`config.mk`:
```
export PLATFORM = sky130hd
export DESIGN_NAME = conv_ctrl_top
export DESIGN_NICKNAME = d
export VERILOG_FILES = /design/src/conv_ctrl_pkg.sv /design/src/conv_cfg_if.sv /design/src/conv_ctrl_top.sv /design/src/conv_cfg_engine.sv
export SDC_FILE = /design/constraint.sdc
export NUM_CORES = 1
export LEC_CHECK = 0
export ABC_AREA = 1
export BUFFER_PORTS_ARGS = -buffer_cell sky130_fd_sc_hd__buf_2
export CORE_MARGIN = 1.5
export CORE_UTILIZATION = 45
export CTS_CLUSTER_DIAMETER = 80
export DETAILED_ROUTE_END_ITERATION = 8
export PLACE_DENSITY_LB_ADDON = 0.2
export SLEW_MARGIN = 20
export SYNTH_ARGS = -nofsm -noshare
export SYNTH_HDL_FRONTEND = slang
export SYNTH_SLANG_ARGS = --single-unit
export TNS_END_PERCENT = 5
```
`constraint.sdc`:
```
create_clock -name i_ref_clk -period 13.2 [get_ports i_ref_clk]
set_input_delay 1.98 -clock i_ref_clk [delete_from_list [all_inputs] [get_ports i_ref_clk]]
set_output_delay 1.98 -clock i_ref_clk [all_outputs]
set_load 0.01 [all_outputs]
```
`src/conv_ctrl_pkg.sv`:
```
/*
  Shared constants for the converter setup and activity block: register map,
  field layout, reset values, link timing and engine states.
  Assumes a 100 MHz system clock and byte addresses on the register bus.
*/
package conv_ctrl_pkg;

  localparam int NUM_CONV = 4;
  localparam int ADR_W = 8;
  localparam int DAT_W = 32;
  localparam int CHAN_MAX = 8;

  // Register byte offsets
  localparam logic [ADR_W-1:0] OFS_CTRL = 8'h00;
  localparam logic [ADR_W-1:0] OFS_STATUS = 8'h04;
  localparam logic [ADR_W-1:0] OFS_SETUP0 = 8'h10;
  localparam logic [ADR_W-1:0] OFS_SETUP1 = 8'h54;
  localparam logic [ADR_W-1:0] OFS_SETUP2 = 8'h98;
  localparam logic [ADR_W-1:0] OFS_SETUP3 = 8'hDC;

  // Setup register layout
  localparam logic [DAT_W-1:0] SETUP_RESET = 32'h0FFF_FFFF;
  localparam logic [DAT_W-1:0] SETUP_MASK = 32'h0FFF_FFFF;
  localparam int TOPO_BIT = 27;
  localparam int CNT_MSB = 26;
  localparam int CNT_LSB = 24;
  localparam int RANGE_W = 3;
  localparam logic [RANGE_W-1:0] RANGE_RESET = 3'h7;

  // Control register layout
  localparam int RST_REQ_LSB = 16;
  localparam int FLAG_LSB = 0;

  // Link timing
  localparam int CLK_PERIOD_NS = 10;
  localparam int RESET_PULSE_NS = 60;
  localparam int RESET_PULSE_CYC = (RESET_PULSE_NS + CLK_PERIOD_NS - 1) / CLK_PERIOD_NS;
  localparam int SCLK_HALF_NS = 50;
  localparam int SCLK_DIV = (SCLK_HALF_NS + CLK_PERIOD_NS - 1) / CLK_PERIOD_NS;
  localparam int CFG_BITS = 28;

  typedef enum logic [1:0] {
    ST_IDLE = 2'b00,
    ST_RESET = 2'b01,
    ST_SHIFT = 2'b10,
    ST_GAP = 2'b11
  } eng_state_t;

endpackage : conv_ctrl_pkg

```
`src/conv_cfg_if.sv`:
```
/*
  Carrier between the register side and one serial setup engine.
  Assumes both ends share the system clock.
*/
`timescale 1ns/1ps
interface conv_cfg_if;
  import conv_ctrl_pkg::*;
  logic [DAT_W-1:0] setup;
  logic cfg_write;
  logic rst_req;
  logic tick;
  logic busy;
  logic rst_done;

  modport ctrl (output setup, output cfg_write, output rst_req, output tick,
                input busy, input rst_done);
  modport engine (input setup, input cfg_write, input rst_req, input tick,
                  output busy, output rst_done);
endinterface : conv_cfg_if

```
`src/conv_ctrl_top.sv`:
```
/*
  Register side for four converters: activity status, per-converter setup
  registers, reset requests, and four serial setup engines behind them.
  Assumes a classic Wishbone master, 32-bit data, byte addresses, and
  acquisition logic elsewhere that reports sampling and result transfer.
*/
// Design decision made here: the Wishbone interface to the registers.
// Overview of operation
// - Four read-only activity flags, bits 3:0.
// - Flag high during sampling, transfer, reset, setup.
// - Setup write queues serial transfer to converter.
// - Setup write sets flag until transfer done.
// - Reset request followed by automatic reconfiguration.
// - One topology bit per converter, all channels.
// - Setup registers at 0x010, 0x054, 0x098, 0x0DC.
// - Bit 27 topology, resets to one.
// - Bits 26:24 channel count, bit 26 ignored differential.
// - Channels start at zero, ascending, four maximum differential.
// - Three-bit range code per channel, reset 111.
// - Reset request pulses pin, reconfigures, self-clears.
`timescale 1ns/1ps
module conv_ctrl_top
  import conv_ctrl_pkg::*;
(
  // Clock and reset
  input wire logic i_ref_clk,
  input wire logic i_nrst,
  // Wishbone slave
  input wire logic i_wb_cyc,
  input wire logic i_wb_stb,
  input wire logic i_wb_we,
  input wire logic [conv_ctrl_pkg::ADR_W-1:0] i_wb_adr,
  input wire logic [3:0] i_wb_sel,
  input wire logic [conv_ctrl_pkg::DAT_W-1:0] i_wb_dat,
  output logic [conv_ctrl_pkg::DAT_W-1:0] o_wb_dat,
  output logic o_wb_ack,
  // Acquisition activity per converter
  input wire logic [conv_ctrl_pkg::NUM_CONV-1:0] i_acq_active,
  // Decoded setup for the acquisition logic
  output logic [conv_ctrl_pkg::NUM_CONV-1:0] o_differential_topology,
  output logic [conv_ctrl_pkg::NUM_CONV-1:0][conv_ctrl_pkg::CHAN_MAX-1:0] o_chan_enable,
  // Converter serial setup pins
  output logic [conv_ctrl_pkg::NUM_CONV-1:0] o_cfg_sclk,
  output logic [conv_ctrl_pkg::NUM_CONV-1:0] o_cfg_cs_n,
  output logic [conv_ctrl_pkg::NUM_CONV-1:0] o_cfg_sdo,
  output logic [conv_ctrl_pkg::NUM_CONV-1:0] o_conv_reset
);
  import conv_ctrl_pkg::*;

  localparam int DIV_W = $clog2(SCLK_DIV + 1);

  // Index of setup register hit by an address, or NUM_CONV for none
  function automatic logic [2:0] setup_index(input logic [ADR_W-1:0] adr);
    logic [2:0] idx;
    idx = 3'(NUM_CONV);
    case (adr)
      OFS_SETUP0: idx = 3'h0;
      OFS_SETUP1: idx = 3'h1;
      OFS_SETUP2: idx = 3'h2;
      OFS_SETUP3: idx = 3'h3;
      default: idx = 3'(NUM_CONV);
    endcase
    return idx;
  endfunction : setup_index

  // Byte-lane merge for partial writes
  function automatic logic [DAT_W-1:0] merge_sel(input logic [DAT_W-1:0] old_v,
                                                  input logic [DAT_W-1:0] new_v,
                                                  input logic [3:0] sel);
    logic [DAT_W-1:0] res;
    res = old_v;
    for (int b = 0; b < 4; b++) begin
      if (sel[b]) begin
        res[b*8 +: 8] = new_v[b*8 +: 8];
      end
    end
    return res;
  endfunction : merge_sel

  // Channel set from count field; bit 26 dropped in differential topology
  function automatic logic [CHAN_MAX-1:0] chan_mask(input logic [DAT_W-1:0] setup);
    logic [3:0] cnt;
    logic [CHAN_MAX:0] ones;
    cnt = 4'h0;
    ones = '0;
    if (setup[TOPO_BIT]) begin
      cnt = {1'b0, setup[CNT_MSB:CNT_LSB]};
    end else begin
      cnt = {2'b00, setup[CNT_MSB-1:CNT_LSB]};
    end
    ones = (9'h001 << (cnt + 4'h1)) - 9'h001;
    return ones[CHAN_MAX-1:0];
  endfunction : chan_mask

  // Reset release through two flip-flops
  logic rst_meta_q;
  logic rst_n;
  always_ff @(posedge i_ref_clk or negedge i_nrst) begin
    if (!i_nrst) begin
      rst_meta_q <= 1'b0;
      rst_n <= 1'b0;
    end else begin
      rst_meta_q <= 1'b1;
      rst_n <= rst_meta_q;
    end
  end

  // Bus decode
  logic ack_q;
  logic req;
  logic wr_take;
  logic [2:0] wr_idx;
  assign req = i_wb_cyc && i_wb_stb;
  // Write lands on the edge at which the master sees ack
  assign wr_take = req && i_wb_we && ack_q;
  assign wr_idx = setup_index(i_wb_adr);
  assign o_wb_ack = ack_q;

  always_ff @(posedge i_ref_clk or negedge rst_n) begin
    if (!rst_n) begin
      ack_q <= 1'b0;
    end else begin
      ack_q <= req && !ack_q;
    end
  end

  // Setup registers; reserved bits 31:28 are not stored
  logic [NUM_CONV-1:0][DAT_W-1:0] setup_q;
  logic [NUM_CONV-1:0] cfg_wr;
  always_ff @(posedge i_ref_clk or negedge rst_n) begin
    if (!rst_n) begin
      for (int i = 0; i < NUM_CONV; i++) begin
        setup_q[i] <= SETUP_RESET;
      end
    end else begin
      for (int i = 0; i < NUM_CONV; i++) begin
        if (cfg_wr[i]) begin
          setup_q[i] <= merge_sel(setup_q[i], i_wb_dat, i_wb_sel) & SETUP_MASK;
        end
      end
    end
  end

  always_comb begin
    for (int i = 0; i < NUM_CONV; i++) begin
      cfg_wr[i] = wr_take && (wr_idx == 3'(i));
    end
  end

  // Reset requests: software sets, engine clears at end of reconfiguration
  logic [NUM_CONV-1:0] rst_req_q;
  logic [NUM_CONV-1:0] rst_done;
  logic rst_set_wr;
  assign rst_set_wr = wr_take && (i_wb_adr == OFS_CTRL) && i_wb_sel[RST_REQ_LSB / 8];
  always_ff @(posedge i_ref_clk or negedge rst_n) begin
    if (!rst_n) begin
      rst_req_q <= '0;
    end else begin
      for (int i = 0; i < NUM_CONV; i++) begin
        // A new request beats the clear of the finished one
        if (rst_set_wr && i_wb_dat[RST_REQ_LSB + i]) begin
          rst_req_q[i] <= 1'b1;
        end else if (rst_done[i]) begin
          rst_req_q[i] <= 1'b0;
        end
      end
    end
  end

  // Link bit-rate divider
  logic [DIV_W-1:0] div_q;
  logic tick;
  assign tick = (div_q == '0);
  always_ff @(posedge i_ref_clk or negedge rst_n) begin
    if (!rst_n) begin
      div_q <= DIV_W'(SCLK_DIV - 1);
    end else if (tick) begin
      div_q <= DIV_W'(SCLK_DIV - 1);
    end else begin
      div_q <= div_q - 1'b1;
    end
  end

  // Engines, one per converter
  logic [NUM_CONV-1:0] eng_busy;
  for (genvar g = 0; g < NUM_CONV; g++) begin : g_conv
    conv_cfg_if link ();
    assign link.setup = setup_q[g];
    assign link.cfg_write = cfg_wr[g];
    assign link.rst_req = rst_req_q[g];
    assign link.tick = tick;
    assign eng_busy[g] = link.busy;
    assign rst_done[g] = link.rst_done;

    conv_cfg_engine u_engine (
      .i_clk(i_ref_clk),
      .i_rst_n(rst_n),
      .link(link.engine),
      .o_sclk(o_cfg_sclk[g]),
      .o_cs_n(o_cfg_cs_n[g]),
      .o_sdo(o_cfg_sdo[g]),
      .o_conv_reset(o_conv_reset[g])
    );
  end

  // Activity flags
  logic [NUM_CONV-1:0] busy_q;
  always_ff @(posedge i_ref_clk or negedge rst_n) begin
    if (!rst_n) begin
      busy_q <= '0;
    end else begin
      busy_q <= i_acq_active | eng_busy | rst_req_q;
    end
  end

  // Decoded setup, registered for the acquisition side
  always_ff @(posedge i_ref_clk or negedge rst_n) begin
    if (!rst_n) begin
      o_differential_topology <= '0;
      o_chan_enable <= '0;
    end else begin
      for (int i = 0; i < NUM_CONV; i++) begin
        o_differential_topology[i] <= !setup_q[i][TOPO_BIT];
        o_chan_enable[i] <= chan_mask(setup_q[i]);
      end
    end
  end

  // Read data; unmapped addresses read zero and writes to them are dropped
  always_ff @(posedge i_ref_clk or negedge rst_n) begin
    if (!rst_n) begin
      o_wb_dat <= '0;
    end else if (req && !ack_q) begin
      if (i_wb_adr == OFS_STATUS) begin
        o_wb_dat <= DAT_W'(busy_q);
      end else if (i_wb_adr == OFS_CTRL) begin
        o_wb_dat <= DAT_W'(rst_req_q) << RST_REQ_LSB;
      end else if (wr_idx != 3'(NUM_CONV)) begin
        o_wb_dat <= setup_q[wr_idx[1:0]];
      end else begin
        o_wb_dat <= '0;
      end
    end
  end
endmodule : conv_ctrl_top

```
`src/conv_cfg_engine.sv`:
```
/*
  Serial setup engine for one converter: reset pulse, pending transfer
  and MSB-first shift of the setup word, clocked out at the divider tick.
  Assumes a synchronous active-low reset copy and a one-cycle tick.
*/
`timescale 1ns/1ps
module conv_cfg_engine
  import conv_ctrl_pkg::*;
(
  // System
  input wire logic i_clk,
  input wire logic i_rst_n,
  // Register side
  conv_cfg_if.engine link,
  // Converter pins
  output logic o_sclk,
  output logic o_cs_n,
  output logic o_sdo,
  output logic o_conv_reset
);
  localparam int BC_W = $clog2(CFG_BITS);
  localparam int RC_W = $clog2(RESET_PULSE_CYC + 1);

  eng_state_t state_q;
  logic pend_q;
  logic rst_seq_q;
  logic [CFG_BITS-1:0] shreg_q;
  logic [BC_W-1:0] bitcnt_q;
  logic [RC_W-1:0] rstcnt_q;
  logic rst_end;
  logic start_xfer;

  assign rst_end = (state_q == ST_RESET) && (rstcnt_q == '0);
  // Only a fresh reset request defers the transfer; a running sequence needs it
  assign start_xfer = (state_q == ST_IDLE) && pend_q && link.tick &&
                      !(link.rst_req && !rst_seq_q);
  assign link.busy = (state_q != ST_IDLE) || pend_q || rst_seq_q;
  assign link.rst_done = (state_q == ST_GAP) && link.tick && rst_seq_q;

  // Set beats clear, so a write during the load is not lost
  always_ff @(posedge i_clk or negedge i_rst_n) begin
    if (!i_rst_n) begin
      pend_q <= 1'b0;
    end else if (link.cfg_write || rst_end) begin
      pend_q <= 1'b1;
    end else if (start_xfer) begin
      pend_q <= 1'b0;
    end
  end

  always_ff @(posedge i_clk or negedge i_rst_n) begin
    if (!i_rst_n) begin
      state_q <= ST_IDLE;
      rst_seq_q <= 1'b0;
      rstcnt_q <= '0;
      o_conv_reset <= 1'b0;
      o_cs_n <= 1'b1;
      o_sclk <= 1'b0;
      o_sdo <= 1'b0;
      shreg_q <= '0;
      bitcnt_q <= '0;
    end else begin
      case (state_q)
        ST_IDLE: begin
          if (link.rst_req && !rst_seq_q) begin
            state_q <= ST_RESET;
            rst_seq_q <= 1'b1;
            o_conv_reset <= 1'b1;
            rstcnt_q <= RC_W'(RESET_PULSE_CYC - 1);
          end else if (start_xfer) begin
            // Latest content is taken only at load time
            state_q <= ST_SHIFT;
            shreg_q <= link.setup[CFG_BITS-1:0];
            o_sdo <= link.setup[CFG_BITS-1];
            bitcnt_q <= BC_W'(CFG_BITS - 1);
            o_cs_n <= 1'b0;
            o_sclk <= 1'b0;
          end
        end
        ST_RESET: begin
          if (rst_end) begin
            state_q <= ST_IDLE;
            o_conv_reset <= 1'b0;
          end else begin
            rstcnt_q <= rstcnt_q - 1'b1;
          end
        end
        ST_SHIFT: begin
          if (link.tick) begin
            if (!o_sclk) begin
              o_sclk <= 1'b1;
            end else begin
              o_sclk <= 1'b0;
              if (bitcnt_q == '0) begin
                state_q <= ST_GAP;
                o_cs_n <= 1'b1;
              end else begin
                shreg_q <= {shreg_q[CFG_BITS-2:0], 1'b0};
                o_sdo <= shreg_q[CFG_BITS-2];
                bitcnt_q <= bitcnt_q - 1'b1;
              end
            end
          end
        end
        ST_GAP: begin
          if (link.tick) begin
            state_q <= ST_IDLE;
            if (!pend_q) begin
              rst_seq_q <= 1'b0;
            end
          end
        end
        default: begin
          state_q <= ST_IDLE;
        end
      endcase
    end
  end
endmodule : conv_cfg_engine

```
==> results.cfg, run 1 <==
[cts]
cts.path.max_buffers = 3
clock-sinks = 362
htree_num_levels = 2
cts_resized = 0
cts-root-buf = clkbuf_16
cts_setup_buffers = 0
clock_latency_ps = 550
cts_buffers = 40
cts_tree = built
path_clk_slew_ps = 60
hold_buffers = 0

[setup_path]
cp.buffers_inverters = 3
cpMostUsedCell = nand2_1
crit_chain = buf_2, nand2_1, nor2_1, inv_1, nor2_1, buf_4, nand2_1, nand2_1
max_stage_delay_ps = 710
worstSetupPathType = primary input to flop
cp_max_fo = 29
slowest_stage = inv_1
cp_data_required_time_ps = 13680
path_delay_family = simple AND/OR/NAND/NOR gates
cp.arrival_ps = 4270
critPathLaunchType = primary input
end_kind = flop

[timing]
slew_headroom = 0.237
min_period_ps = 3780
period_share = 0.287
max_slew.worst_pin.slew_ps = 1140
hold_viol_final = 0
slew_viol_final = 0
setup_viol = 0
max_freq_mhz = 264
fin_tns_setup_ps = 0
whs_ps = 308
rsz0062_at_grt = false
finClkSkew_ps = 22.8

[detailed_routing]
firstDrtPassIters = 6
drt_iter0_drc = 1116
vias = 13000
ant_nets = 0
wl_met3_um = 2250
viasPerCell = 5.18
drc = 0
top_layer = met4
wl_met1_um = 18700
finalWirelength_um = 41600
avgRoutedWirePerCell_um = 16.5
dr_wl_met2_um = 19600

[die]
fp.dieArea_sq_um = 38400
floorplan.core_area_sq_um = 36600
num_rows = 70
ioPinCount = 138
die-width_um = 196
fp.dieH_um = 196
initial_core_util = 0.458

[power]
p_sw_frac = 0.219
clock_power_share = 0.483
combPwrFrac = 0.025
p_leak_nw = 9.53
p_seq_frac = 0.492
internal-power_mw = 1.78
total_power_mw = 2.28
irDropWorstVdd_mv = 0.102
p_per_area_nw_per_um2 = 121
p_sw_mw = 0.499

[worst_hold_path]
hold_class = flop to asynchronous set/reset pin

[grt]
grt_pass1_vias = 12800
grt_use_total = 0.225
antenna_found_initial = 1
overflow = 0
grt_max_degree = 178
grt_pass1_wl_um = 68100

[synth]
syn_area_per_cell_sq_um = 8.71
ys_types = 44
synth_flop_cell = dfrtp_1
synthTopCellsByArea = dfrtp_1, dfstp_2, nand2_1, inv_1, o21ai_1
synth_area_sq_um = 16800
async_flop_share = 1.00
synth_edf_count = 0
synth_commonest_cells = nand2_1, dfrtp_1, inv_1, o21ai_1, o21ai_0
yosys_warnings = 0
ys_seq_elements = 362
syn_inst = 1924
synth_top_area_share = 0.366
yosysTopAreaCell = dfrtp_1
synth_most_common_cell = nand2_1
yosysSeqAreaShare = 0.549

[job]
drv_cap = 0

[status]
run_status = complete, no violations

[placement]
place_congestion = 0.874
port_buffers = 129
dp_hpwl_um = 29000

[layout]
final_nets = 2093
fin_util = 0.517
syn_to_final_growth_pct = 12.8
drive_gt1_frac = 0.182
antenna_cells = 0
fillerInstances = 3433
==> stage by stage <==
stage	cell area (sq um)	worst slack, ps	cells
global route	18900	9340	2519
CTS	18900	9530	2519
global placement	17600	9000	2446
finish	18900	9420	2519
floorplan	16800	2570	1935
detailed placement	17600	8950	2446
==> worst paths after layout <==
| path | startpoint | endpoint | slack [ps] | cells past startpoint |
|---|---|---|---|---|
| min in group i_ref_clk | rst_meta_q$_DFF_PN0_ | rst_n$_DFF_PN0_ | 350 | 0 |
| worst min-delay path | rst_n$_DFF_PN0_ | g_conv[3].u_engine.bitcnt_q[4]$_DFFE_PN0P_ | 310 | 0 |
| max in group asynchronous | rst_n$_DFF_PN0_ | o_differential_topology[1]$_DFF_PN0_ | 11530 | 1 |
| worst max register to register | o_wb_ack$_DFF_PN0_ | o_wb_dat[21]$_DFFE_PN0P_ | 10570 | 6 |
| worst max-delay path | i_wb_cyc | o_wb_dat[21]$_DFFE_PN0P_ | 9420 | 8 |
| worst min register to register | rst_n$_DFF_PN0_ | g_conv[3].u_engine.bitcnt_q[4]$_DFFE_PN0P_ | 310 | 0 |
==> kinds of logic after synthesis <==
group / count (synthesis) / synth area share
muxes: 8 / 0.00478
DFF: 362 / 0.549
and+or+nand+nor: 730 / 0.184
adders and majority gates: 20 / 0.0149
AOI/OAI and AO/OA: 439 / 0.151
xor gates and xnor gates: 8 / 0.00418
buffers and inverters: 355 / 0.0919
other: 2 / 0.000448
==> power by group through the flow <==
stage	clock network [mW]	registers, mW	logic (mW)
2_1_floorplan	0	1.15	0.0151
3_3_place_gp	0	1.14	0.0581
3_5_place_dp	0	1.14	0.0587
4_1_cts	1.13	1.12	0.0589
5_1_grt	1.18	1.12	0.0649
6_report	1.10	1.12	0.0573
==> flip-flops by register name (all words and copies together), names as in the netlist, 8 cells and up <==
signal / flops
g_conv.u_engine.state_q: 8
g_conv.u_engine.rstcnt_q: 12
o_wb_dat: 28
g_conv.link.setup: 112
o_chan_enable: 32
g_conv.u_engine.bitcnt_q: 20
g_conv.u_engine.shreg_q: 108
==> area by class of cell <==
cell class                 instances  area [sq um]  share of cell area
sequential                       362          9210               0.487
clock inverter                    15           136             0.00721
multi-input combinational       1218          6100               0.323
clock buffer                      58          1160              0.0614
inverter                         259           972              0.0514
timing repair buffer             139           746              0.0394
tap                              468           586              0.0310
==> cells in the final DEF (no fill, tap or decap), drive strengths merged, types with 3 or more instances in the layout <==
| master | instances |
|---|---|
| inv | 262 |
| conb | 13 |
| o22ai | 3 |
| clkinv | 9 |
| nand4 | 30 |
| o21a | 4 |
| nand3b | 6 |
| ha | 20 |
| o211ai | 104 |
| nand2 | 533 |
| nand3 | 58 |
| nor2 | 79 |
| a21oi | 32 |
| xor2 | 7 |
| dfrtp | 245 |
| nor3 | 15 |
| clkbuf | 58 |
| nor4 | 4 |
| dfstp | 117 |
| o21ai | 281 |
| buf | 139 |
| mux2i | 8 |
| o2111ai | 4 |
| a22oi | 6 |
==> routing by layer <==
metal / vias to the layer above / GRT usage
li1: 6443 / -
met1: 6163 / 0.313
met2: 362 / 0.368
met3: 72 / 0.0315
met4: 0 / 0.0624
met5: - / 0
==> worst reg2reg max path, delay by kind of cell, from the launching register on <==
| family | cells | cell delay, ps |
|---|---|---|
| buffers and inverters | 2 | 1030 |
| AND/OR/NAND/NOR | 4 | 1140 |
| flip-flops | 1 | 390 |
Note: power is estimated with default switching activity, not from simulation.
==> run 2, diff against run 1 <==
Clock period 13.2 ns to 3.9 ns, I/O delays scaled along.
==> results.cfg, run 2 (same netlist as run 1, synthesis figures left out) <==
[status]
run_status = complete, no violations

[detailed_routing]
drt_iter0_drc = 1025
vias = 13100
finalWirelength_um = 41500
avgRoutedWirePerCell_um = 16.4
ant_nets = 0
drc = 0
viasPerCell = 5.17
firstDrtPassIters = 6

[grt]
antenna_found_initial = 2
grt_pass1_wl_um = 67200
grt_max_degree = 105
overflow = 0
grt_use_total = 0.222
grt_pass1_vias = 12600

[timing]
setup_viol = 0
hold_viol_final = 0
finClkSkew_ps = 23.5
max_slew.worst_pin.slew_ps = 1120
slew_viol_final = 0
slew_headroom = 0.251
min_period_ps = 2480
rsz0062_at_grt = false
period_share = 0.636
fin_tns_setup_ps = 0
max_freq_mhz = 403

[setup_path]
slowest_stage = inv_1
cp_data_required_time_ps = 4350
end_kind = flop
worst_r2r_path_depth = 6
worstSetupPathType = flop to flop
crit_chain = nor2_1, inv_1, nor2_1, buf_4, nand2_1, o21ai_0
cpMostUsedCell = nor2_1
cp.arrival_ps = 2930
cp_max_fo = 29
max_stage_delay_ps = 690
critPathLaunchType = flop

[layout]
syn_to_final_growth_pct = 13.4
drive_gt1_frac = 0.183
fillerInstances = 3499
final_nets = 2100
fin_util = 0.519
mostFrequentLayoutCells = nand2_1, inv_1, dfrtp_1
largest_register_ff_count = 112
layout_commonest_cell = nand2_1
postLayoutCellArea_sq_um = 19000

[cts]
cts-root-buf = clkbuf_16
cts.path.max_buffers = 3
path_clk_slew_ps = 60
clock-sinks = 362
cts_resized = 0
cts_tree = built
cts_setup_buffers = 0
htree_num_levels = 2
cts_buffers = 41
clock_latency_ps = 550

[power]
total_power_mw = 7.81
p_leak_nw = 9.57
p_per_area_nw_per_um2 = 411
irDropWorstVdd_mv = 0.260

[die]
floorplan.core_area_sq_um = 36600
ioPinCount = 138
fp.dieArea_sq_um = 38400
num_rows = 70
die-width_um = 196
initial_core_util = 0.458
fp.dieH_um = 196

[placement]
placed_area_sq_um = 17700
place_congestion = 0.883
port_buffers = 129
dp_hpwl_um = 29400

[worst_hold_path]
hold_class = flop to asynchronous set/reset pin

[job]
drv_cap = 0
## run 2: worst paths after layout
path,from,to,slack (ps)
min in group i_ref_clk,i_acq_active[2],busy_q[2]$_DFF_PN0_,260
max in group asynchronous,rst_n$_DFF_PN0_,g_conv[0].link.setup[25]$_DFFE_PN1P_,2890
worst min-delay path,rst_n$_DFF_PN0_,g_conv[0].u_engine.shreg_q[1]$_DFFE_PN0P_,180
worst max register to register,o_wb_ack$_DFF_PN0_,o_wb_dat[25]$_DFFE_PN0P_,1420
worst min register to register,rst_n$_DFF_PN0_,g_conv[0].u_engine.shreg_q[1]$_DFFE_PN0P_,180
worst max-delay path,o_wb_ack$_DFF_PN0_,o_wb_dat[25]$_DFFE_PN0P_,1420
## run 2: repair_timing
| action | CTS | global route |
|---|---|---|
| hold endpoints to repair | 2 | 0 |
| endpoints found under the setup margin | 0 | 0 |
| hold buffers | 1 | 0 |
## run 2: cell type report
| cell class | instances | area [sq um] | area share |
|---|---|---|---|
| multi-input combinational | 1218 | 6100 | 0.321 |
| tap | 468 | 586 | 0.0308 |
| antenna | 1 | 2.50 | 0.000132 |
| sequential | 362 | 9210 | 0.484 |
| timing repair buffer | 145 | 818 | 0.0430 |
| clock inverter | 11 | 139 | 0.00731 |
| clock buffer | 62 | 1180 | 0.0623 |
| inverter | 259 | 972 | 0.0511 |
## run 2: layer usage
layer	GRT usage	vias to the layer above	routed length, um
met3	0.0426	86	2230
met4	0.0846	2	1400
met2	0.356	325	19100
met1	0.298	6194	18800
met5	0	-	13
li1	-	6463	-
## run 2: metrics by stage
stage	hold slack, ps	std cells	setup WS, ps
6_report	185	2526	1420
3_5_place_dp	189	2451	1180
5_1_grt	200	2525	1180
2_1_floorplan	289	1935	393
4_1_cts	190	2525	1440
3_3_place_gp	186	2451	1230
## run 2: worst max-delay path: cells and delay by family, from the launching register on
family | cells | cell delay (ps)
flops | 1 | 390
simple gates | 3 | 840
buf+inv | 2 | 1000
compound gates | 1 | 150
## run 2: power breakdown
part           internal (mW)  total, mW  switching [mW]
clock                   2.29       3.81            1.51
combinational         0.0485      0.207           0.159
sequential              3.78       3.79          0.0130
total                   6.12       7.81            1.69
